==> src/design/axr_pkg.sv <==
// Shared constants for the axis run status and zero point offset block
package axr_pkg;

  // ****************************************
  // Register map (byte addresses)
  // ****************************************
  localparam logic [7:0] OFS_RUN_STATUS = 8'h00;
  localparam logic [7:0] OFS_IRQ_STATUS = 8'h04;
  localparam logic [7:0] OFS_IRQ_MASK   = 8'h08;
  localparam logic [7:0] OFS_ZERO_OFS   = 8'h0C;
  localparam logic [7:0] OFS_ALARM_THR  = 8'h10;
  localparam logic [7:0] OFS_RANGE_NUM  = 8'h14;
  localparam logic [7:0] OFS_POS_MON    = 8'h18;
  localparam logic [7:0] OFS_RUN_MODE   = 8'h1C;

  // ****************************************
  // Status word fields
  // ****************************************
  localparam int unsigned ST_POSITION_ERROR_OVERFLOW = 0;
  localparam int unsigned ST_PRM   = 1;
  localparam int unsigned ST_FPRM  = 2;
  localparam int unsigned ST_TURN_COUNT_RECEIVE_ERROR  = 4;
  localparam int unsigned ST_READY = 7;

  // ****************************************
  // Run mode settings fields
  // ****************************************
  localparam int unsigned RM_POS    = 1;
  localparam int unsigned RM_PHASE  = 3;
  localparam int unsigned RM_ZRN    = 4;
  localparam int unsigned RM_CMD_EN = 8;
  localparam int unsigned RM_ABS_RD = 10;

  // ****************************************
  // Reset values and fixed figures
  // ****************************************
  localparam logic [31:0] RST_ZERO_OFS  = 32'h0000_0000;
  localparam logic [15:0] RST_WORD      = 16'h0000;
  localparam logic [15:0] FIX_NUM_BIAS  = 16'h0064;
  localparam int unsigned SET_NUM_W     = 6;

endpackage

==> src/design/axr_abs_if.sv <==
// Handshake between the status logic and the absolute position reader
`timescale 1ns/1ps
interface axr_abs_if;
  logic start;
  logic busy;
  logic done;
  logic fail;

  modport reader (
    input  start,
    output busy,
    output done,
    output fail
  );
  modport ctrl (
    output start,
    input  busy,
    input  done,
    input  fail
  );
endinterface

==> src/design/axr_err_cmp.sv <==
// Position error magnitude check against the alarm threshold
`timescale 1ns/1ps
module axr_err_cmp
  import axr_pkg::*;
#(
  parameter int unsigned POS_W = 32,
  parameter int unsigned THR_W = 16
) (
  // Clock and reset
  input  wire logic             sys_clk,
  input  wire logic             arst_n,
  // Check inputs
  input  wire logic             enable,
  input  wire logic [POS_W-1:0] err_value,
  input  wire logic [THR_W-1:0] threshold,
  // Result
  output logic                  over
);

  typedef struct packed {
    logic over;
  } axr_cmp_type;

  axr_cmp_type r;
  axr_cmp_type n;
  logic [POS_W:0] mag;

  // One extra bit so the most negative error has a true magnitude
  always_comb begin
    n   = r;
    mag = err_value[POS_W-1] ? (POS_W+1)'(-{1'b1, err_value}) : {1'b0, err_value};
    n.over = enable && (mag > (POS_W+1)'(threshold)); // RQ4 RQ6
  end

  always_ff @(posedge sys_clk or negedge arst_n) begin
    if (!arst_n) begin
      r <= '0;
    end else begin
      r <= n;
    end
  end

  assign over = r.over;
endmodule

==> src/design/axr_abs_read.sv <==
// Absolute position read sequencer toward the encoder link
`timescale 1ns/1ps
module axr_abs_read
  import axr_pkg::*;
(
  // Clock and reset
  input  wire logic sys_clk,
  input  wire logic arst_n,
  // Control side
  axr_abs_if.reader link,
  // Encoder side
  output logic      enc_read_start,
  input  wire logic enc_read_done,
  input  wire logic enc_read_fail
);

  typedef enum logic [1:0] {ABS_IDLE, ABS_REQ, ABS_WAIT} axr_abs_state_type;

  typedef struct packed {
    axr_abs_state_type state;
    logic              start;
    logic              done;
    logic              fail;
  } axr_abs_type;

  axr_abs_type r;
  axr_abs_type n;

  always_comb begin
    n       = r;
    n.start = 1'b0;
    n.done  = 1'b0;
    case (r.state)
      ABS_IDLE: begin
        if (link.start) begin
          n.state = ABS_REQ;
          n.start = 1'b1;
        end
      end
      ABS_REQ: begin
        n.state = ABS_WAIT;
      end
      ABS_WAIT: begin
        // The reception result travels with the done pulse
        if (enc_read_done) begin
          n.state = ABS_IDLE;
          n.done  = 1'b1;
          n.fail  = enc_read_fail; // RQ10
        end
      end
      default: begin
        n.state = ABS_IDLE;
      end
    endcase
  end

  always_ff @(posedge sys_clk or negedge arst_n) begin
    if (!arst_n) begin
      r <= '{state: ABS_IDLE, default: '0};
    end else begin
      r <= n;
    end
  end

  assign enc_read_start = r.start;
  assign link.busy      = (r.state != ABS_IDLE);
  assign link.done      = r.done;
  assign link.fail      = r.fail;
endmodule

==> src/design/axr_core.sv <==
// Axis run status, zero point offset and register slave
//
// Added by the designer: the Avalon-MM slave port.
`timescale 1ns/1ps
// How it works
// RQ1 - Monitor shows raw position plus signed offset
// RQ2 - Offset returns to zero at power-up
// RQ3 - Offset units: reference units if commands enabled
// RQ4 - Bit 0 set when error exceeds threshold
// RQ5 - Overflow flag never stops axis control
// RQ6 - Overflow checked only in position/zero/phase modes
// RQ7 - Bit 1 on setting error; number stored
// RQ8 - Bit 2 on fixed error; number plus 100
// RQ9 - Valid fixed write clears bit 2 itself
// RQ10 - Read encoder at power-up, on bit 10
// RQ11 - Bit 7 ready only when nothing blocks it
// RQ12 - Bits 3, 5, 6 always read zero
module axr_core
  import axr_pkg::*;
#(
  parameter int unsigned POS_W = 32,
  parameter int unsigned WRD_W = 16
) (
  // Clock and reset
  input  wire logic                 sys_clk,
  input  wire logic                 arst_n,
  // Avalon-MM slave
  input  wire logic [7:0]           avs_address,
  input  wire logic                 avs_read,
  input  wire logic                 avs_write,
  input  wire logic [31:0]          avs_writedata,
  input  wire logic [3:0]           avs_byteenable,
  output logic [31:0]               avs_readdata,
  output logic                      avs_waitrequest,
  // Interrupt
  output logic                      irq,
  // Absolute encoder link
  output logic                      enc_read_start,
  input  wire logic                 enc_read_done,
  input  wire logic                 enc_read_fail,
  // Axis inputs
  input  wire logic [POS_W-1:0]     raw_position,
  input  wire logic [POS_W-1:0]     position_error_value,
  input  wire logic                 abs_encoder_sel,
  input  wire logic                 cmd_code_fixed_en,
  input  wire logic                 major_fault,
  input  wire logic                 unused_axis,
  input  wire logic                 fixed_params_changing,
  // Parameter checkers
  input  wire logic                 fixed_param_wr,
  input  wire logic                 fixed_param_bad,
  input  wire logic [WRD_W-1:0]     fixed_param_num,
  input  wire logic                 setting_range_bad,
  input  wire logic                 setting_err_strobe,
  input  wire logic [SET_NUM_W-1:0] setting_err_num,
  // Axis outputs
  output logic [WRD_W-1:0]          axis_run_status,
  output logic [POS_W-1:0]          position_monitor,
  output logic                      offset_in_ref_units
);

  // ****************************************
  // State
  // ****************************************
  typedef struct packed {
    logic             ack;
    logic [31:0]      rdata;
    logic [POS_W-1:0] offset;
    logic [WRD_W-1:0] thr;
    logic [WRD_W-1:0] run_mode;
    logic [WRD_W-1:0] irq_st;
    logic [WRD_W-1:0] irq_mask;
    logic [WRD_W-1:0] range_num;
    logic             fprm;
    logic             turn_count_receive_error;
    logic [POS_W-1:0] monitor;
    logic [WRD_W-1:0] prev_st;
    logic             abs_prev;
    logic             pwr_pending;
    logic             prep_done;
    logic             start;
    logic             units;
    logic             first;
  } axr_core_type;

  localparam axr_core_type CORE_RST = '{
    offset:      RST_ZERO_OFS,
    thr:         RST_WORD,
    run_mode:    RST_WORD,
    irq_mask:    RST_WORD,
    pwr_pending: 1'b1,
    first:       1'b1,
    default:     '0
  };

  axr_core_type     r;
  axr_core_type     n;
  axr_abs_if        link ();
  logic             position_error_overflow;
  logic             position_error_overflow_en;
  logic             ready;
  logic             req;
  logic [WRD_W-1:0] status;
  logic [WRD_W-1:0] w1c;

  // ****************************************
  // Helpers
  // ****************************************
  function automatic logic [31:0] wmerge(input logic [31:0] old_v, input logic [31:0] new_v,
                                          input logic [3:0] be);
    logic [31:0] res;
    res = old_v;
    for (int i = 0; i < 4; i++) begin
      if (be[i]) begin
        res[i*8 +: 8] = new_v[i*8 +: 8];
      end
    end
    return res;
  endfunction

  function automatic logic [31:0] rd_mux(input logic [7:0] adr, input axr_core_type s,
                                          input logic [WRD_W-1:0] st);
    logic [31:0] v;
    v = '0;
    if (adr == OFS_RUN_STATUS) begin
      v = 32'(st);
    end else if (adr == OFS_IRQ_STATUS) begin
      v = 32'(s.irq_st);
    end else if (adr == OFS_IRQ_MASK) begin
      v = 32'(s.irq_mask);
    end else if (adr == OFS_ZERO_OFS) begin
      v = 32'(s.offset);
    end else if (adr == OFS_ALARM_THR) begin
      v = 32'(s.thr);
    end else if (adr == OFS_RANGE_NUM) begin
      v = 32'(s.range_num);
    end else if (adr == OFS_POS_MON) begin
      v = 32'(s.monitor);
    end else if (adr == OFS_RUN_MODE) begin
      v = 32'(s.run_mode);
    end
    return v;
  endfunction

  // ****************************************
  // Submodules
  // ****************************************
  assign position_error_overflow_en = r.run_mode[RM_POS] || r.run_mode[RM_ZRN] || r.run_mode[RM_PHASE]; // RQ6

  axr_err_cmp #(
    .POS_W (POS_W),
    .THR_W (WRD_W)
  ) u_cmp (
    .sys_clk   (sys_clk),
    .arst_n    (arst_n),
    .enable    (position_error_overflow_en),
    .err_value (position_error_value),
    .threshold (r.thr),
    .over      (position_error_overflow)
  );

  axr_abs_read u_abs (
    .sys_clk        (sys_clk),
    .arst_n         (arst_n),
    .link           (link.reader),
    .enc_read_start (enc_read_start),
    .enc_read_done  (enc_read_done),
    .enc_read_fail  (enc_read_fail)
  );

  assign link.start = r.start;

  // ****************************************
  // Status word
  // ****************************************
  // Ready deliberately ignores the overflow flag: control goes on
  assign ready = r.prep_done && !major_fault && !unused_axis && !r.fprm && !r.turn_count_receive_error // RQ11 RQ5
                 && !fixed_params_changing && !link.busy && !r.start;

  always_comb begin
    status           = '0; // RQ12
    status[ST_POSITION_ERROR_OVERFLOW] = position_error_overflow; // RQ4
    status[ST_PRM]   = setting_range_bad; // RQ7
    status[ST_FPRM]  = r.fprm; // RQ8
    status[ST_TURN_COUNT_RECEIVE_ERROR]  = r.turn_count_receive_error; // RQ10
    status[ST_READY] = ready; // RQ11
  end

  assign req = avs_read || avs_write;

  // ****************************************
  // Next state
  // ****************************************
  always_comb begin
    n           = r;
    w1c         = '0;
    n.first     = 1'b0;
    n.ack       = req && !r.ack;
    n.monitor   = POS_W'(raw_position + r.offset); // RQ1
    n.units     = cmd_code_fixed_en && r.run_mode[RM_CMD_EN]; // RQ3
    n.prev_st   = status;
    n.abs_prev  = r.run_mode[RM_ABS_RD];
    // Read data is captured in the wait cycle so it comes from a flip-flop
    if (req && !r.ack) begin
      n.rdata = rd_mux(avs_address, r, status);
    end
    if (avs_write && r.ack) begin
      if (avs_address == OFS_IRQ_STATUS) begin
        w1c = WRD_W'(wmerge('0, avs_writedata, avs_byteenable));
      end else if (avs_address == OFS_IRQ_MASK) begin
        n.irq_mask = WRD_W'(wmerge(32'(r.irq_mask), avs_writedata, avs_byteenable));
      end else if (avs_address == OFS_ZERO_OFS) begin
        n.offset = POS_W'(wmerge(32'(r.offset), avs_writedata, avs_byteenable));
      end else if (avs_address == OFS_ALARM_THR) begin
        n.thr = WRD_W'(wmerge(32'(r.thr), avs_writedata, avs_byteenable));
      end else if (avs_address == OFS_RUN_MODE) begin
        n.run_mode = WRD_W'(wmerge(32'(r.run_mode), avs_writedata, avs_byteenable));
      end
    end
    // New rising status bits win over a clear in the same cycle
    n.irq_st = (r.irq_st & ~w1c) | (status & ~r.prev_st);
    // Setting range errors keep the latest offending number
    if (setting_err_strobe) begin
      n.range_num = WRD_W'(setting_err_num); // RQ7
    end
    // A fixed parameter error number takes priority over a setting number
    if (fixed_param_wr) begin
      if (fixed_param_bad) begin
        n.fprm      = 1'b1; // RQ8
        n.range_num = WRD_W'(fixed_param_num + FIX_NUM_BIAS); // RQ8
      end else begin
        n.fprm = 1'b0; // RQ9
      end
    end
    // Power-up read and later reads on a rising request bit
    n.start = 1'b0;
    if (abs_encoder_sel && !link.busy && !r.start
        && (r.pwr_pending || (r.run_mode[RM_ABS_RD] && !r.abs_prev))) begin
      n.start = 1'b1; // RQ10
      n.turn_count_receive_error  = 1'b0;
    end
    n.pwr_pending = 1'b0;
    if (link.done && link.fail) begin
      n.turn_count_receive_error = 1'b1; // RQ10
    end
    if (!r.pwr_pending && !r.start && !link.busy) begin
      n.prep_done = 1'b1;
    end
  end

  always_ff @(posedge sys_clk or negedge arst_n) begin
    if (!arst_n) begin
      r <= CORE_RST; // RQ2
    end else begin
      r <= n;
    end
  end

  // ****************************************
  // Outputs
  // ****************************************
  assign avs_waitrequest     = req && !r.ack;
  assign avs_readdata        = r.rdata;
  assign irq                 = |(r.irq_st & r.irq_mask);
  assign axis_run_status     = status;
  assign position_monitor    = r.monitor;
  assign offset_in_ref_units = r.units;
endmodule

==> config.mk <==
export PLATFORM = sky130hd
export DESIGN_NAME = axr_core
export DESIGN_NICKNAME = d
export VERILOG_FILES = /design/src/design/axr_pkg.sv /design/src/design/axr_abs_if.sv /design/src/design/axr_err_cmp.sv /design/src/design/axr_abs_read.sv /design/src/design/axr_core.sv
export SDC_FILE = /design/constraint.sdc
export NUM_CORES = 1
export LEC_CHECK = 0
export BUFFER_PORTS_ARGS = -buffer_cell sky130_fd_sc_hd__buf_2
export CORE_MARGIN = 2
export CORE_UTILIZATION = 55
export DETAILED_ROUTE_END_ITERATION = 7
export GPL_ROUTABILITY_DRIVEN = 0
export GPL_TIMING_DRIVEN = 0
export PLACE_DENSITY = 0.89
export REMOVE_ABC_BUFFERS = 1
export SLEW_MARGIN = 20
export SYNTH_ARGS = -nofsm -noshare
export SYNTH_HDL_FRONTEND = slang
export SYNTH_SLANG_ARGS = --single-unit
export TNS_END_PERCENT = 30
==> constraint.sdc <==
create_clock -name sys_clk -period 6.1 [get_ports sys_clk]
set_input_delay 0 -clock sys_clk [delete_from_list [all_inputs] [get_ports sys_clk]]
set_output_delay 0 -clock sys_clk [all_outputs]
set_load 0.05 [all_outputs]
==> results.yml <==
placement:
  io_buffers: 217
  hpwl_microns: 23240
  placed_area_sq_mm: 0.01200
  dp_cells: 1488
clock_tree:
  post_cts_resized: 0
  path_clk_slew_ps: 70
  post_cts_buffers: 0
  cts_tree: "built"
  numCtsBuffers: 17
  clockRootBuffer: "clkbuf_16"
  clock_latency_ps: 440
  htree_levels: 4
  clk_path_buf_depth: 2
  clock-sinks: 195
  ctsHoldBuffers: 80
worst_setup_path:
  worstReg2RegEnd: "position_monitor[31]"
  reg2reg_depth: 9
  required_ps: 6450
  cp-end-kind: "flop"
  critical_path_class: "reg2reg"
  arrival_ps: 3650
  cp_max_fo: 5
  r2r_slack_ps: 2800
  worstSetupStartpointType: "flop"
  reg2reg_from: "r[137]"
grt:
  grt_start_max_net_pins: 102
  grt_pass1_vias: 9950
  grt_overflow: 0
  grt_pass1_wl_microns: 51950
  antenna_found_initial: 1
  gr-usage-all-layers_pct: 30.96
finish:
  layout.cells.non_filler: 1599
  areaGrowthSynthToFinish_pct: 19.98
  n_fill_cell: 1431
  multi_input_area_sq_mm: 0.005482
  fin_nets: 1512
  post-route-util_pct: 66.72
  finalInstanceArea_sq_mm: 0.01341
  ff_latch_area_sq_mm: 0.004881
  n_antenna_cell: 0
  drive_gt1_share_pct: 26.56
pwr:
  p_leak_nw: 6.434
  power_mw: 3.153
  ir_drop_uv: 211.3
  power_density_mw_per_mm2: 235.0
drt:
  drt_first_pass_iters: 6
  num_vias: 9831
  antenna_left: 0
  drtIter0Drc: 851
  wl_per_cell_microns: 20.89
  route.detailed.drc: 0
  routed_wl_microns: 33410
  via_per_inst: 6.148
die:
  ios: 229
  rows: 52
  die_area_sq_mm: 0.02149
  die-height_microns: 146.6
  coreArea_sq_mm: 0.02010
  die_w_microns: 146.6
  start_util_pct: 55.61
timing:
  finalCritPeriodShare_pct: 54.07
  fin_skew_ps: 10.60
  tightest_slew_ps: 989.1
  rsz0062_at_grt: "no"
  fmax_mhz: 303.2
  maxSlewViolCount: 0
  setup_viol: 0
  period_minus_slack_ps: 3298
  slew_headroom_pct: 33.99
  hold_viol_final: 0
  timing.setup.tns_ps: 0
hold_path:
  hold_class: "in2reg"
  holdPathStages: 3
  min_from: "raw_position[8]"
  min_delay_worst_endpoint: "position_monitor[8]"
yosys:
  syn_area_per_cell_sq_um: 10.14
  synth-main-ff-cell: "dfrtp_1"
  yosys_warnings: 0
  postSynthCellCount: 1103
  ys_seq_area_share_pct: 43.65
  synth.distinct_cells: 68
  synth_edf_count: 0
  netlist_area_sq_mm: 0.01118
  ys_ff_latch: 195
  async_flop_share_pct: 100.0
run_status:
  status: "finished clean"
run:
  cap_violations: 0
==> critical path, cell delays in order (launching register included) <==
cell and delay, ps:
dfrtp_1 430, ha_1 320, a211oi_1 260, nor2_1 140, o311ai_1 580, a21oi_1 220, o31ai_1 680, o2111ai_1 230
o211ai_1 190, xnor2_1 170
==> area by class of cell <==
class	count	share of cell area (%)
multi-input combinational	764	40.86
timing repair buffer	299	14.55
clock buffer	23	3.638
tap	270	2.518
clock inverter	8	0.9234
sequential	195	36.39
inverter	40	1.119
==> worst max path at each step <==
| stage | slack, ps | start | to |
|---|---|---|---|
| after CTS | 2950 | position_error_value[2] | u_cmp.over |
| final | 2800 | r[137] | position_monitor[31] |
| after detailed placement | 2510 | position_error_value[2] | u_cmp.over |
| after floorplan | 3340 | position_error_value[4] | u_cmp.over |
| after global placement | 1950 | arst_n | avs_readdata[30] |
| after global routing | 2620 | position_error_value[2] | u_cmp.over |
==> layer usage <==
layer  global-route usage [%]  vias to the layer above  wire length, microns  part of all wire, %
met4                    16.36                        2                  1710                  5.1
met2                    51.92                      594                 16320                   49
met3                    7.531                      128                  3167                  9.5
li1                         -                     4366                     -                    -
met1                    36.97                     4741                 12200                   37
met5                        0                        -                    13                0.039
==> logic make-up after synthesis <==
kind of cell | share of synthesized area [%]
AO/OA/AOI/OAI | 17.84
other | 0.03354
multiplexers | 8.986
AND/OR/NAND/NOR | 12.10
XOR/XNOR | 3.838
flip-flops | 43.65
buffers and inverters | 7.889
adder cells (fa/ha/maj) | 5.663
==> report_power, final <==
part | switching [mW] | internal (mW) | leakage [nW]
Combinational | 0.361 | 0.195 | 3.58
Sequential | 0.0584 | 1.36 | 2.55
Clock | 0.493 | 0.688 | 0.296
Total | 0.912 | 2.24 | 6.43
==> registers in the layout, indices dropped and copies added, names as in the netlist <==
name	count
u_abs.link.done	1
r	120
u_cmp.over	1
link.start	1
axis_run_status	2
u_abs.link.fail	1
n	1
u_abs.enc_read_start	1
avs_readdata	32
u_abs.r	2
position_monitor	32
offset_in_ref_units	1
==> Yosys cell counts (4+ instances only) <==
cell type / instances / area (sq um)
ha_1: 49 / 613.1
a22oi_1: 29 / 217.7
o2111ai_1: 5 / 43.79
a222oi_1: 9 / 90.09
and3_1: 14 / 87.58
a221oi_1: 11 / 96.34
xor2_1: 15 / 131.4
or2_2: 7 / 43.79
nor2_1: 74 / 277.8
nand2_1: 79 / 296.5
inv_1: 40 / 150.1
nand3b_1: 13 / 97.59
nor3_1: 16 / 80.08
nand3_1: 7 / 35.03
nor4_1: 5 / 31.28
o32ai_1: 4 / 35.03
o22ai_1: 8 / 50.05
buf_4: 80 / 600.6
and2_1: 4 / 25.02
o21a_1: 8 / 60.06
mux2i_1: 7 / 70.07
dfrtp_1: 194 / 4855
a211oi_1: 8 / 60.06
a21o_1: 21 / 157.7
nor2b_1: 6 / 37.54
a21oi_1: 51 / 255.2
a22o_1: 5 / 43.79
a21boi_0: 14 / 105.1
xnor2_1: 34 / 297.8
or3_1: 4 / 25.02
o211ai_1: 5 / 37.54
o221ai_1: 7 / 61.31
a31oi_1: 8 / 50.05
o21ai_0: 69 / 345.3
nor3b_1: 5 / 37.54
mux2_2: 83 / 934.7
o31ai_1: 7 / 52.55
nand4b_1: 4 / 35.03
nand2b_1: 9 / 56.30
nand4_1: 10 / 62.56
clkbuf_1: 35 / 131.4
==> cells in the final DEF, fill, tap and decap left out, types with 29 or more instances in the layout <==
master	n
buf_2	216
dfrtp_1	194
mux2_2	83
dlygate4sd3_1	80
nand2_1	79
nor2_1	69
o21ai_0	69
a21oi_1	51
ha_1	49
inv_1	40
xnor2_1	34
a22oi_1	29
==> through the flow <==
| step | worst slack [ps] | hold slack [ps] |
|---|---|---|
| floorplan | 3345 | -295.6 |
| global placement | 1951 | 153.3 |
| detailed placement | 2514 | 67.15 |
| CTS | 2949 | 0.9401 |
| global route | 2622 | 10.03 |
| finish | 2802 | 3.740 |
Power figures use the tool's default switching activity.
